`config.mk`:
```
export PLATFORM = sky130hd
export DESIGN_NAME = desc_channel
export DESIGN_NICKNAME = d
export VERILOG_FILES = /design/src/desc_pkg.sv /design/src/desc_ctrl_if.sv /design/src/desc_channel.sv /design/src/desc_ctrl_decode.sv
export SDC_FILE = /design/constraint.sdc
export NUM_CORES = 1
export LEC_CHECK = 0
export ABC_AREA = 1
export ABC_CLOCK_PERIOD_IN_PS = 2500
export BUFFER_PORTS_ARGS = -buffer_cell sky130_fd_sc_hd__buf_2
export CORE_ASPECT_RATIO = 1.5
export CORE_UTILIZATION = 40
export CTS_CLUSTER_DIAMETER = 50
export DETAILED_ROUTE_END_ITERATION = 6
export MAX_ROUTING_LAYER = met4
export SLEW_MARGIN = 0
export SYNTH_ARGS = -nofsm -noshare
export SYNTH_HDL_FRONTEND = slang
export SYNTH_SLANG_ARGS = --single-unit
```
`constraint.sdc`:
```
create_clock -name MCLK_I -period 2.5 [get_ports MCLK_I]
set_input_delay 0.5 -clock MCLK_I [delete_from_list [all_inputs] [get_ports MCLK_I]]
set_output_delay 0.5 -clock MCLK_I [all_outputs]
set_load 0.01 [all_outputs]
```
`src/desc_pkg.sv`:
```
// Purpose: Shared constants and types of the descriptor fetch channel
// Assumes: One channel, 32-bit AXI4-Lite register access
// Notes:   Offsets are byte addresses
package desc_pkg;
	// --------------------------------------------------
	// Register offsets
	// --------------------------------------------------
	localparam logic [7:0] OFS_CTRL = 8'h00;
	localparam logic [7:0] OFS_STATUS = 8'h04;
	localparam logic [7:0] OFS_LEN = 8'h08;
	localparam logic [7:0] OFS_SRC = 8'h0C;
	localparam logic [7:0] OFS_DST = 8'h10;
	localparam logic [7:0] OFS_NEXT_ADDR = 8'h68;
	// --------------------------------------------------
	// Control word fields
	// --------------------------------------------------
	localparam int VIEW_HI = 28;
	localparam int VIEW_LO = 27;
	localparam int DST_UPD_BIT = 26;
	localparam int SRC_UPD_BIT = 25;
	localparam int FETCH_EN_BIT = 24;
	localparam int LEN_W = 24;
	localparam int PORT_SEL_BIT = 0;
	localparam int CTRL_START_BIT = 0;
	localparam int CTRL_VIEW_LO = 1;
	// --------------------------------------------------
	// Reset values and codes
	// --------------------------------------------------
	localparam logic [31:0] RST_WORD = 32'h0000_0000;
	localparam logic [31:0] NEXT_ADDR_MASK = 32'hFFFF_FFFD;
	localparam logic [1:0] RESP_OKAY = 2'h0;
	localparam logic [1:0] RESP_SLVERR = 2'h2;
	localparam logic [1:0] WORD_LINK = 2'h0;
	localparam logic [1:0] WORD_CTRL = 2'h1;
	localparam logic [1:0] WORD_SRC = 2'h2;
	localparam logic [1:0] WORD_DST = 2'h3;

	typedef enum logic [1:0] {
		ST_IDLE = 2'b00,
		ST_FETCH = 2'b01,
		ST_LOAD = 2'b10,
		ST_RUN = 2'b11
	} fetch_state_t;

	// Index of the last word of a descriptor in a given layout
	function automatic logic [1:0] last_word(input logic [1:0] view);
		case (view)
			2'h0: last_word = WORD_CTRL;
			2'h1: last_word = WORD_SRC;
			default: last_word = WORD_DST;
		endcase
	endfunction
endpackage

```
`src/desc_ctrl_if.sv`:
```
// Purpose: Carries a descriptor control word and its decoded fields
// Assumes: Decoder drives the fields, channel drives the word
// Notes:   None
`timescale 1ns/100ps
`default_nettype none
interface desc_ctrl_if;
	logic [31:0] descriptor_control_word;
	logic [1:0] next_view_select;
	logic dest_param_update;
	logic src_param_update;
	logic next_fetch_enable;
	logic [23:0] microblock_length;
	modport dec (
		input descriptor_control_word,
		output next_view_select, dest_param_update, src_param_update,
		output next_fetch_enable, microblock_length
	);
	modport user (
		output descriptor_control_word,
		input next_view_select, dest_param_update, src_param_update,
		input next_fetch_enable, microblock_length
	);
endinterface
`default_nettype wire

```
`src/desc_channel.sv`:
```
// Purpose: Linked descriptor fetch channel with AXI4-Lite registers
// Assumes: Memory read port answers with a one-cycle ack and data
// Notes:   CE_I low freezes all state, bus answers included
// Function
// Bits 28:27 select next descriptor layout
// Bit 26 set loads destination, else kept
// Bit 25 set loads source, else kept
// Bit 24 set fetches next, else stop
// Control word is only read, never written
// Bits 23:0 load the transfer length counter
// Descriptor address word aligned, bits 1:0 ignored
// Address bit 0 selects fetch interface
`timescale 1ns/100ps
`default_nettype none
module desc_channel
	import desc_pkg::*;
#(
	parameter int ADDR_W = 8
) (
	input wire logic MCLK_I,
	input wire logic RST_I,
	input wire logic CE_I,
	input wire logic [ADDR_W-1:0] S_AXI_AWADDR,
	input wire logic S_AXI_AWVALID,
	output logic S_AXI_AWREADY,
	input wire logic [31:0] S_AXI_WDATA,
	input wire logic [3:0] S_AXI_WSTRB,
	input wire logic S_AXI_WVALID,
	output logic S_AXI_WREADY,
	output logic [1:0] S_AXI_BRESP,
	output logic S_AXI_BVALID,
	input wire logic S_AXI_BREADY,
	input wire logic [ADDR_W-1:0] S_AXI_ARADDR,
	input wire logic S_AXI_ARVALID,
	output logic S_AXI_ARREADY,
	output logic [31:0] S_AXI_RDATA,
	output logic [1:0] S_AXI_RRESP,
	output logic S_AXI_RVALID,
	input wire logic S_AXI_RREADY,
	output logic MEM_REQ_O,
	output logic [31:0] MEM_ADDR_O,
	output logic MEM_PORT_O,
	input wire logic MEM_ACK_I,
	input wire logic [31:0] MEM_RDATA_I,
	input wire logic BEAT_I,
	output logic BUSY_O,
	output logic DONE_O,
	output logic [31:0] SRC_PARAM_O,
	output logic [31:0] DST_PARAM_O
);
	// --------------------------------------------------
	// State
	// --------------------------------------------------
	fetch_state_t state_q, state_d;
	logic [1:0] w_q, w_d;
	logic [31:0] addr_q, addr_d;
	logic port_q, port_d;
	logic [31:0] link_q, link_d;
	logic [31:0] ctrl_q, ctrl_d;
	logic [31:0] src_q, src_d;
	logic [31:0] dst_q, dst_d;
	logic [23:0] len_q, len_d;
	logic [1:0] view_q, view_d;
	logic [1:0] sview_q, sview_d;
	logic done_q, done_d;
	logic bvalid_q, bvalid_d;
	logic [1:0] bresp_q, bresp_d;
	logic rvalid_q, rvalid_d;
	logic [1:0] rresp_q, rresp_d;
	logic [31:0] rdata_q, rdata_d;
	logic wr_take, rd_take, start;
	logic [31:0] status;

	desc_ctrl_if dec_bus ();

	desc_ctrl_decode u_decode (
		.bus(dec_bus)
	);

	assign dec_bus.descriptor_control_word = ctrl_q;

	// Merge write data into a word under byte strobes
	function automatic logic [31:0] merge(input logic [31:0] old,
		input logic [31:0] val, input logic [3:0] strb);
		merge = old;
		for (int i = 0; i < 4; i++) begin
			if (strb[i]) begin
				merge[8*i +: 8] = val[8*i +: 8];
			end
		end
	endfunction

	// --------------------------------------------------
	// Bus handshakes and outputs
	// --------------------------------------------------
	assign S_AXI_AWREADY = CE_I && S_AXI_AWVALID && S_AXI_WVALID && !bvalid_q;
	assign S_AXI_WREADY = CE_I && S_AXI_AWVALID && S_AXI_WVALID && !bvalid_q;
	assign S_AXI_ARREADY = CE_I && !rvalid_q;
	assign wr_take = CE_I && S_AXI_AWREADY;
	assign rd_take = CE_I && S_AXI_ARVALID && !rvalid_q;
	assign S_AXI_BVALID = bvalid_q;
	assign S_AXI_BRESP = bresp_q;
	assign S_AXI_RVALID = rvalid_q;
	assign S_AXI_RRESP = rresp_q;
	assign S_AXI_RDATA = rdata_q;
	assign MEM_REQ_O = (state_q == ST_FETCH);
	assign MEM_ADDR_O = addr_q;
	assign MEM_PORT_O = port_q;
	assign BUSY_O = (state_q != ST_IDLE);
	assign DONE_O = done_q;
	assign SRC_PARAM_O = src_q;
	assign DST_PARAM_O = dst_q;
	assign status = {25'h0, port_q, dec_bus.next_fetch_enable,
		dec_bus.src_param_update, dec_bus.dest_param_update, view_q, BUSY_O};

	// --------------------------------------------------
	// Next state
	// --------------------------------------------------
	always_comb begin
		state_d = state_q;
		w_d = w_q;
		addr_d = addr_q;
		port_d = port_q;
		link_d = link_q;
		ctrl_d = ctrl_q;
		src_d = src_q;
		dst_d = dst_q;
		len_d = len_q;
		view_d = view_q;
		sview_d = sview_q;
		done_d = 1'b0;
		bvalid_d = bvalid_q;
		bresp_d = bresp_q;
		rvalid_d = rvalid_q;
		rresp_d = rresp_q;
		rdata_d = rdata_q;
		start = 1'b0;
		if (bvalid_q && S_AXI_BREADY) begin
			bvalid_d = 1'b0;
		end
		if (wr_take) begin
			bvalid_d = 1'b1;
			bresp_d = RESP_OKAY;
			case (8'(S_AXI_AWADDR))
				OFS_CTRL: begin
					if (S_AXI_WSTRB[0]) begin
						sview_d = S_AXI_WDATA[CTRL_VIEW_LO +: 2];
						start = S_AXI_WDATA[CTRL_START_BIT] && (state_q == ST_IDLE);
					end
				end
				OFS_NEXT_ADDR: begin
					if (state_q == ST_IDLE) begin
						link_d = merge(link_q, S_AXI_WDATA, S_AXI_WSTRB)
							& NEXT_ADDR_MASK;
					end
				end
				OFS_STATUS, OFS_LEN, OFS_SRC, OFS_DST: begin
					bresp_d = RESP_OKAY;
				end
				default: begin
					bresp_d = RESP_SLVERR;
				end
			endcase
		end
		if (rvalid_q && S_AXI_RREADY) begin
			rvalid_d = 1'b0;
		end
		if (rd_take) begin
			rvalid_d = 1'b1;
			rresp_d = RESP_OKAY;
			case (8'(S_AXI_ARADDR))
				OFS_CTRL: rdata_d = {29'h0, sview_q, 1'b0};
				OFS_STATUS: rdata_d = status;
				OFS_LEN: rdata_d = {8'h00, len_q};
				OFS_SRC: rdata_d = src_q;
				OFS_DST: rdata_d = dst_q;
				OFS_NEXT_ADDR: rdata_d = link_q;
				default: begin
					rdata_d = RST_WORD;
					rresp_d = RESP_SLVERR;
				end
			endcase
		end
		case (state_q)
			ST_IDLE: begin
				if (start) begin
					view_d = sview_d;
					state_d = ST_FETCH;
				end
			end
			ST_FETCH: begin
				if (MEM_ACK_I) begin
					case (w_q)
						WORD_LINK: link_d = MEM_RDATA_I & NEXT_ADDR_MASK;
						WORD_CTRL: ctrl_d = MEM_RDATA_I;
						WORD_SRC: begin
							if (dec_bus.src_param_update) begin
								src_d = MEM_RDATA_I;
							end
						end
						default: begin
							if (dec_bus.dest_param_update) begin
								dst_d = MEM_RDATA_I;
							end
						end
					endcase
					addr_d = addr_q + 32'h4;
					w_d = w_q + 2'h1;
					if (w_q == last_word(view_q)) begin
						state_d = ST_LOAD;
					end
				end
			end
			ST_LOAD: begin
				len_d = dec_bus.microblock_length;
				view_d = dec_bus.next_view_select;
				state_d = ST_RUN;
			end
			ST_RUN: begin
				if (len_q == 24'h0) begin
					if (dec_bus.next_fetch_enable) begin
						state_d = ST_FETCH;
					end else begin
						state_d = ST_IDLE;
						done_d = 1'b1;
					end
				end else if (BEAT_I) begin
					len_d = len_q - 24'h1;
				end
			end
			default: state_d = ST_IDLE;
		endcase
		if (state_d == ST_FETCH && state_q != ST_FETCH) begin
			w_d = WORD_LINK;
			addr_d = {link_q[31:2], 2'b00};
			port_d = link_q[PORT_SEL_BIT];
		end
	end

	always_ff @(posedge MCLK_I) begin
		if (RST_I) begin
			state_q <= ST_IDLE;
			w_q <= WORD_LINK;
			addr_q <= RST_WORD;
			port_q <= 1'b0;
			link_q <= RST_WORD;
			ctrl_q <= RST_WORD;
			src_q <= RST_WORD;
			dst_q <= RST_WORD;
			len_q <= 24'h0;
			view_q <= 2'h0;
			sview_q <= 2'h0;
			done_q <= 1'b0;
			bvalid_q <= 1'b0;
			bresp_q <= RESP_OKAY;
			rvalid_q <= 1'b0;
			rresp_q <= RESP_OKAY;
			rdata_q <= RST_WORD;
		end else if (CE_I) begin
			state_q <= state_d;
			w_q <= w_d;
			addr_q <= addr_d;
			port_q <= port_d;
			link_q <= link_d;
			ctrl_q <= ctrl_d;
			src_q <= src_d;
			dst_q <= dst_d;
			len_q <= len_d;
			view_q <= view_d;
			sview_q <= sview_d;
			done_q <= done_d;
			bvalid_q <= bvalid_d;
			bresp_q <= bresp_d;
			rvalid_q <= rvalid_d;
			rresp_q <= rresp_d;
			rdata_q <= rdata_d;
		end
	end

	logic ack_ce;
	assign ack_ce = CE_I && MEM_REQ_O && MEM_ACK_I;
endmodule
`default_nettype wire

```
`src/desc_ctrl_decode.sv`:
```
// Purpose: Splits a descriptor control word into its fields
// Assumes: Word is stable for the cycle it is used
// Notes:   Purely combinational
`timescale 1ns/100ps
`default_nettype none
module desc_ctrl_decode
	import desc_pkg::*;
(
	desc_ctrl_if.dec bus
);
	assign bus.next_view_select = bus.descriptor_control_word[VIEW_HI:VIEW_LO];
	assign bus.dest_param_update = bus.descriptor_control_word[DST_UPD_BIT];
	assign bus.src_param_update = bus.descriptor_control_word[SRC_UPD_BIT];
	assign bus.next_fetch_enable = bus.descriptor_control_word[FETCH_EN_BIT];
	assign bus.microblock_length = bus.descriptor_control_word[LEN_W-1:0];
endmodule
`default_nettype wire

```
* After elaboration in Yosys (flattened, before gate mapping)
Index checks and enable logic that the tools add are counted.
** Cells by class
- $add $sub $neg :: 3
- Eq/ne operators :: 22
- Muxes and demuxes :: 46
- Reductions and logical operators :: 40
- Bitwise gates (word level) :: 1
** Operators by type and width (number)
- 32-bit 2-to-1 mux :: 9
- 32-bit one-hot mux with 6 select lines :: 1
- 24-bit 2-to-1 mux :: 2
- 24-bit one-hot mux with 2 select lines :: 1
- 32-bit by 3-bit adder with 32-bit output (second input constant) :: 1
- 8-bit by 4-bit == test with 1-bit output (second input constant) :: 4
- 8-bit 2-to-1 mux :: 4
- 2-bit 2-to-1 mux :: 15
- 24-bit zero test :: 1
- 24-bit by 1-bit subtractor with 24-bit output (second input constant) :: 1
- 8-bit by 3-bit == test with 1-bit output (second input constant) :: 2
- 8-bit by 5-bit == test with 1-bit output (second input constant) :: 2
- 8-bit by 7-bit == test with 1-bit output (second input constant) :: 2
- 8-bit zero test :: 2
- 2-bit nonzero test :: 7
- 6-bit OR reduction :: 2
- 1-bit logical AND :: 11
- 1-bit 2-to-1 mux :: 11
- 2-bit AND reduction :: 5
- 5-bit AND reduction :: 2
- 2-bit by 1-bit == test with 1-bit output (second input constant) :: 4
- 2-bit one-hot mux with 2 select lines :: 2
- 2-bit one-hot mux with 4 select lines :: 1
- 4-bit AND reduction :: 2
- other kinds (10) :: 18
** Storage, ports and cells
- Word-level logic and storage cells :: 129
- Input port bits :: 94
- Output and inout bits :: 141
- Flip-flop bits (word level) :: 229

* Longest topological paths before layout
- Word-level depth :: 12
- Gate-level depth with buffers :: 15
- Gate-level depth less buffers :: 15

* By module
From an unflattened synthesis, not the netlist that was laid out.
** Unflattened totals
- Cells, all modules :: 1896
- Area total of the unflattened synthesis :: 12119.1 sq um
** By module, submodules not included
- desc_channel :: times used 1, area each 11901.4 sq um, cells each 1867
- desc_ctrl_decode :: times used 1, area each 217.7 sq um, cells each 29

* Worst setup path before layout
No wires, ideal clock.
- Path type :: input-to-reg
- From :: input CE_I
- To :: register link_q[25]
- Data required time :: 2368 ps
- Slack :: 442 ps
- Library setup time :: 132 ps
- Data arrival time :: 1925 ps
- Stages on the path :: 10
- Buffers on the path :: 2
- Cells stage by stage :: buf_2 nand3_1 nor2_2 and3_1 nand2_1 clkbuf_1 o21ai_0 nand2_1 nand2_1 a21oi_1
** Between the ends
- Word-level cells in the longest chain between the ends :: 8
** RTL lines
- start, declared :: line desc_channel.sv:22 : input wire logic CE_I,
- 1-bit logical AND * (3 in series) :: line desc_channel.sv:96 : assign S_AXI_AWREADY = CE_I && S_AXI_AWVALID && S_AXI_WVALID && !bvalid_q;
- net S_AXI_AWREADY :: line desc_channel.sv:25 : output logic S_AXI_AWREADY,
- 1-bit logical AND * :: line desc_channel.sv:99 : assign wr_take = CE_I && S_AXI_AWREADY;
- 32-bit 2-to-1 mux * :: line desc_channel.sv:141 : if (wr_take) begin
- 32-bit 2-to-1 mux :: line desc_channel.sv:193 : case (w_q)
- 32-bit 2-to-1 mux :: line desc_channel.sv:192 : if (MEM_ACK_I) begin
- 32-bit 2-to-1 mux * :: line desc_channel.sv:184 : case (state_q)
- end signal, assigned :: line desc_channel.sv:264 : link_q <= link_d;
- end, declared :: line desc_channel.sv:58 : logic [31:0] link_q, link_d;
Mark *: on every way through the listed nets, which the timed path passes. The rest lies on a longest branch.
A chain may end at the register's enable or synchronous reset.

* Worst setup path in the final report
- From :: register len_q[0]
- To :: register addr_q[18], in the netlist MEM_ADDR_O[18]
** Between the ends
- Word-level cells in the longest chain between the ends :: 7
- Elaborated cells on any way between the ends :: 9
** RTL lines
- start, declared :: line desc_channel.sv:62 : logic [23:0] len_q, len_d;
- start signal, assigned :: line desc_channel.sv:268 : len_q <= len_d;
- 24-bit zero test * :: line desc_channel.sv:220 : if (len_q == 24'h0) begin
- 2-bit 2-to-1 mux * :: line desc_channel.sv:220
- 2-bit one-hot mux with 4 select lines * :: line desc_channel.sv:184
- 2-bit by 1-bit == test with 1-bit output * :: line desc_channel.sv:233 : if (state_d == ST_FETCH && state_q != ST_FETCH) begin
- 1-bit logical AND * :: line desc_channel.sv:233
- 2-bit nonzero test (no source line)
- 3-bit AND reduction (no source line)
- end signal, assigned :: line desc_channel.sv:262 : addr_q <= addr_d;
- end, declared :: line desc_channel.sv:56 : logic [31:0] addr_q, addr_d;
Mark *: on every way between the ends. The rest lies on a longest branch, timed or not.

==> flow_summary.yaml <==
outcome:
  outcome: "completed"
worst_hold_path:
  min_to: "DST_PARAM_O[1]$_SDFFE_PP0P_"
  min_path_type: "primary input to flip-flop"
  hp-start: "MEM_RDATA_I[1]"
  min_path_cells: 3
logic_synthesis:
  synth.area.top_cells: "dfxtp_1 (38%), nand2_1 (16%), nor2_1 (11%)"
  yosysSeqAreaShare_pct: 38.2
  avgSynthCellArea_sq_um: 6.35
  synth_area_leader_cell: "dfxtp_1"
  netlist_area_sq_um: 11800
  ys_warn_count: 0
  async_reset_ff_share_pct: 0
  synth_top_area_share_pct: 38.2
  synth_ff_type: "dfxtp_1"
  synth_cell_types: 41
  syn_inst: 1856
  synth_edf_count: 0
  ys_ff_latch: 225
critical_path:
  r2r_start: "len_q[0]$_SDFFE_PP0P_"
  reg2regPathDepth: 14
  critPathRequiredTime_ps: 2940
  critPathMaxStageDelay_ps: 340
  critical_path.most_common_cell: "nand2_1"
  path_buf_inv: 2
  arrival_ps: 2660
  cp-start-kind: "flip-flop"
  path_cells: "inv_1 > ha_1 > nand2_1 > nor2_4 > nand2_1 > nor2_1 > nand3_1 > nand2_1 > nand2_2 > nand3_4 > buf_4 > nand3_1 > nand2_1 > nor2_1"
  worst-r2r-setup-slack_ps: 280
  critical_path.top_delay_family: "simple AND/OR/NAND/NOR gates"
  crit_path_top_delay_cell: "dfxtp_1"
  endpoint_kind: "flip-flop"
  worstReg2RegEnd: "MEM_ADDR_O[18]$_SDFFE_PP0P_"
  crit_type: "flip-flop to flip-flop"
  crit_fanout: 17
timing:
  rsz0062_at_grt: "false"
  finalCritPeriodShare_pct: 88.8
  report.final.slew_viol_count: 0
  tightest_slew_ps: 609
  period_minus_slack_ps: 2220
  max_slew_margin_pct: 59.3
  fin_worst_skew_ps: 8.72
  fmax_ghz: 0.450
  fin_tns_setup_ps: 0
  finalSetupViolCount: 0
  hold_violations: 0
pwr:
  ir_worst_vdd_mv: 0.507
  power_density_nw_per_um2: 605
  power_frac_clock_pct: 47.8
  leakagePower_nw: 6.70
  switchingPower_mw: 2.26
  swShare_pct: 25.8
  total_power_mw: 8.75
  p_comb_share_pct: 9.5
  seqPwrFrac_pct: 42.7
  intPower_mw: 6.49
clock_tree:
  postCtsSetupRepairBufs: 0
  cts_root_buf: "clkbuf_16"
  cts_buffers: 27
  cts_hold_buf: 0
  cts-htree-levels: 1
  cts.sinks: 225
  cts-resized-gates: 0
  worstSkewPairLatency_ps: 540
  cts_buffer_depth: 3
  clkTransAtPathRegs_ps: 60
  cts_tree: "built"
drt:
  drtIter0Drc: 920
  detail-route-antenna-nets: 0
  routed.top_layer: "met4"
  routed-via-count: 13000
  first_pass_iters: 6
  vias_per_cell: 5.23
  drc_errors: 0
  met2_wirelength_mm: 23.8
  wl_met3_mm: 2.21
  met1_length_mm: 18.3
  routedWlPerCell_um: 18.7
  wl_mm: 46.4
floorplan:
  initial_core_util_pct: 40.9
  die_w_um: 142
  chipHeight_um: 212
  rows: 76
  io_pins: 235
  die_area_sq_um: 30200
  coreArea_sq_um: 28800
grt:
  grt_pass1_wl_mm: 70.5
  grt_overflow: 0
  grt_pass1_vias: 12400
  antenna_found_initial: 2
  grt_usage_pct: 31.5
  grt_max_degree: 83
run:
  max-cap-violations: 0
placed_design:
  portBuffers: 230
  place_hpwl_mm: 33.8
  place_congestion: 0.999
  dp.cells: 2434
finish:
  stdcell_count: 2481
  fin_nets: 2173
  area_growth_pct: 22.7
  drive_gt1_share_pct: 16.7
  fillerInstances: 3074
-- synthesized netlist by cell type (2+ instances only) --
master       n
nand2_1    491
nor2_1     345
dfxtp_1    225
o21ai_0    191
inv_1      139
a21oi_1    127
clkbuf_1    74
nand3_1     72
xor2_1      26
nor3_1      23
nand4_1     22
buf_2       16
o2111ai_1   16
o211ai_1    12
a31oi_1     11
nand3b_1    11
buf_4        9
o31ai_1      7
ha_1         6
buf_1        3
clkinv_1     3
nor2_2       3
a211oi_1     2
buf_6        2
nand2_2      2
nand3_2      2
o21bai_1     2
-- stage by stage --
| step | area (sq um) | worst slack, ps | util (%) | hold WS (ps) |
|---|---|---|---|---|
| after floorplan | 11800 | 442 | - | 425 |
| final | 14500 | 280 | 50.2 | 249 |
| after CTS | 14500 | 267 | 50.2 | 233 |
| after global placement | 13500 | 123 | 47.0 | 442 |
| after global routing | 14500 | 9.11 | 50.2 | 260 |
| after detailed placement | 13500 | 47.3 | 47.0 | 446 |
-- worst max path at each step --
stage / slack (ps) / start / to / cells past startpoint
after floorplan: 440 / CE_I / link_q[25]$_SDFFE_PP0P_ / 10
after global placement: 120 / S_AXI_AWADDR[4] / link_q[8]$_SDFFE_PP0P_ / 10
after detailed placement: 50 / S_AXI_AWADDR[4] / link_q[10]$_SDFFE_PP0P_ / 10
after CTS: 270 / len_q[0]$_SDFFE_PP0P_ / MEM_ADDR_O[18]$_SDFFE_PP0P_ / 14
after global routing: 9 / len_q[0]$_SDFFE_PP0P_ / MEM_ADDR_O[28]$_SDFFE_PP0P_ / 14
final: 280 / len_q[0]$_SDFFE_PP0P_ / MEM_ADDR_O[18]$_SDFFE_PP0P_ / 14
-- cells by family (layout without fill, tap and decap cells) --
family	count (synthesis)	count (layout)	synth area share [%]
AOI/OAI and AO/OA	372	372	17.1
xor gates and xnor gates	27	27	2.01
adders and majority gates	6	6	0.637
buffers and inverters	247	477	8.47
DFF	225	225	38.2
other	1	6	0.0318
and+or+nand+nor	978	978	33.6
-- layout make-up --
cell class                      instances  area, sq um  area share, %
Inverter                              143          541           3.74
Antenna cell                            2         5.00         0.0346
Clock buffer                           33          718           4.96
Clock inverter                         12          201           1.39
Sequential cell                       225         4500           31.1
Timing Repair Buffer                  289         1710           11.8
Multi-Input combinational cell       1387         6310           43.6
Tap cell                              390          488           3.37
-- layout by cell type, fill, tap and decap left out, types with 3 or more instances in the layout --
cell type  instances
nand3b_1          11
clkbuf_16         27
nor2_2             3
clkinv_2           3
nor2_1           345
o2111ai_1         16
nor3_1            22
nand3_1           72
bufinv_16          5
nand4_1           22
ha_1               6
a21oi_1          127
a31oi_1           11
dfxtp_1          225
buf_4             50
inv_1            137
clkbuf_1           4
buf_2            230
nand2_2            3
o211ai_1          12
clkinv_1           3
o21ai_0          191
xor2_1            26
o31ai_1            7
buf_12             9
conb_1             4
nand2_1          490
-- sequential cells by signal, summed over array words and instances, names as in the netlist, 2 cells and up --
name / cells
S_AXI_RDATA: 32
ctrl_q: 29
DST_PARAM_O: 32
w_q: 2
len_q: 24
MEM_ADDR_O: 30
sview_q: 2
view_q: 2
state_q: 2
link_q: 32
SRC_PARAM_O: 32
-- worst register-to-register path, cell delays in order (launching register included) --
cell and delay [ps]:
dfxtp_1 340, inv_1 80, ha_1 190, nand2_1 110, nor2_4 230, nand2_1 100
nor2_1 130, nand3_1 140, nand2_1 100, nand2_2 100, nand3_4 120, buf_4 250
nand3_1 110, nand2_1 70, nor2_1 50
-- routing by layer --
metal | vias up | global-route usage, %
met2 | 434 | 56.5
li1 | 6418 | -
met5 | - | -
met3 | 110 | 3.13
met1 | 6018 | 34.8
met4 | 0 | 14.8
-- power groups by stage --
stage	Clock, mW	Sequential [mW]	Combinational [mW]
after floorplan	0	3.80	0.466
after global placement	0	3.81	0.815
after detailed placement	0	3.81	0.822
after CTS	4.23	3.73	0.826
after global routing	4.36	3.74	0.923
final	4.19	3.73	0.831
No activity file was read; power rests on OpenSTA's default activity.
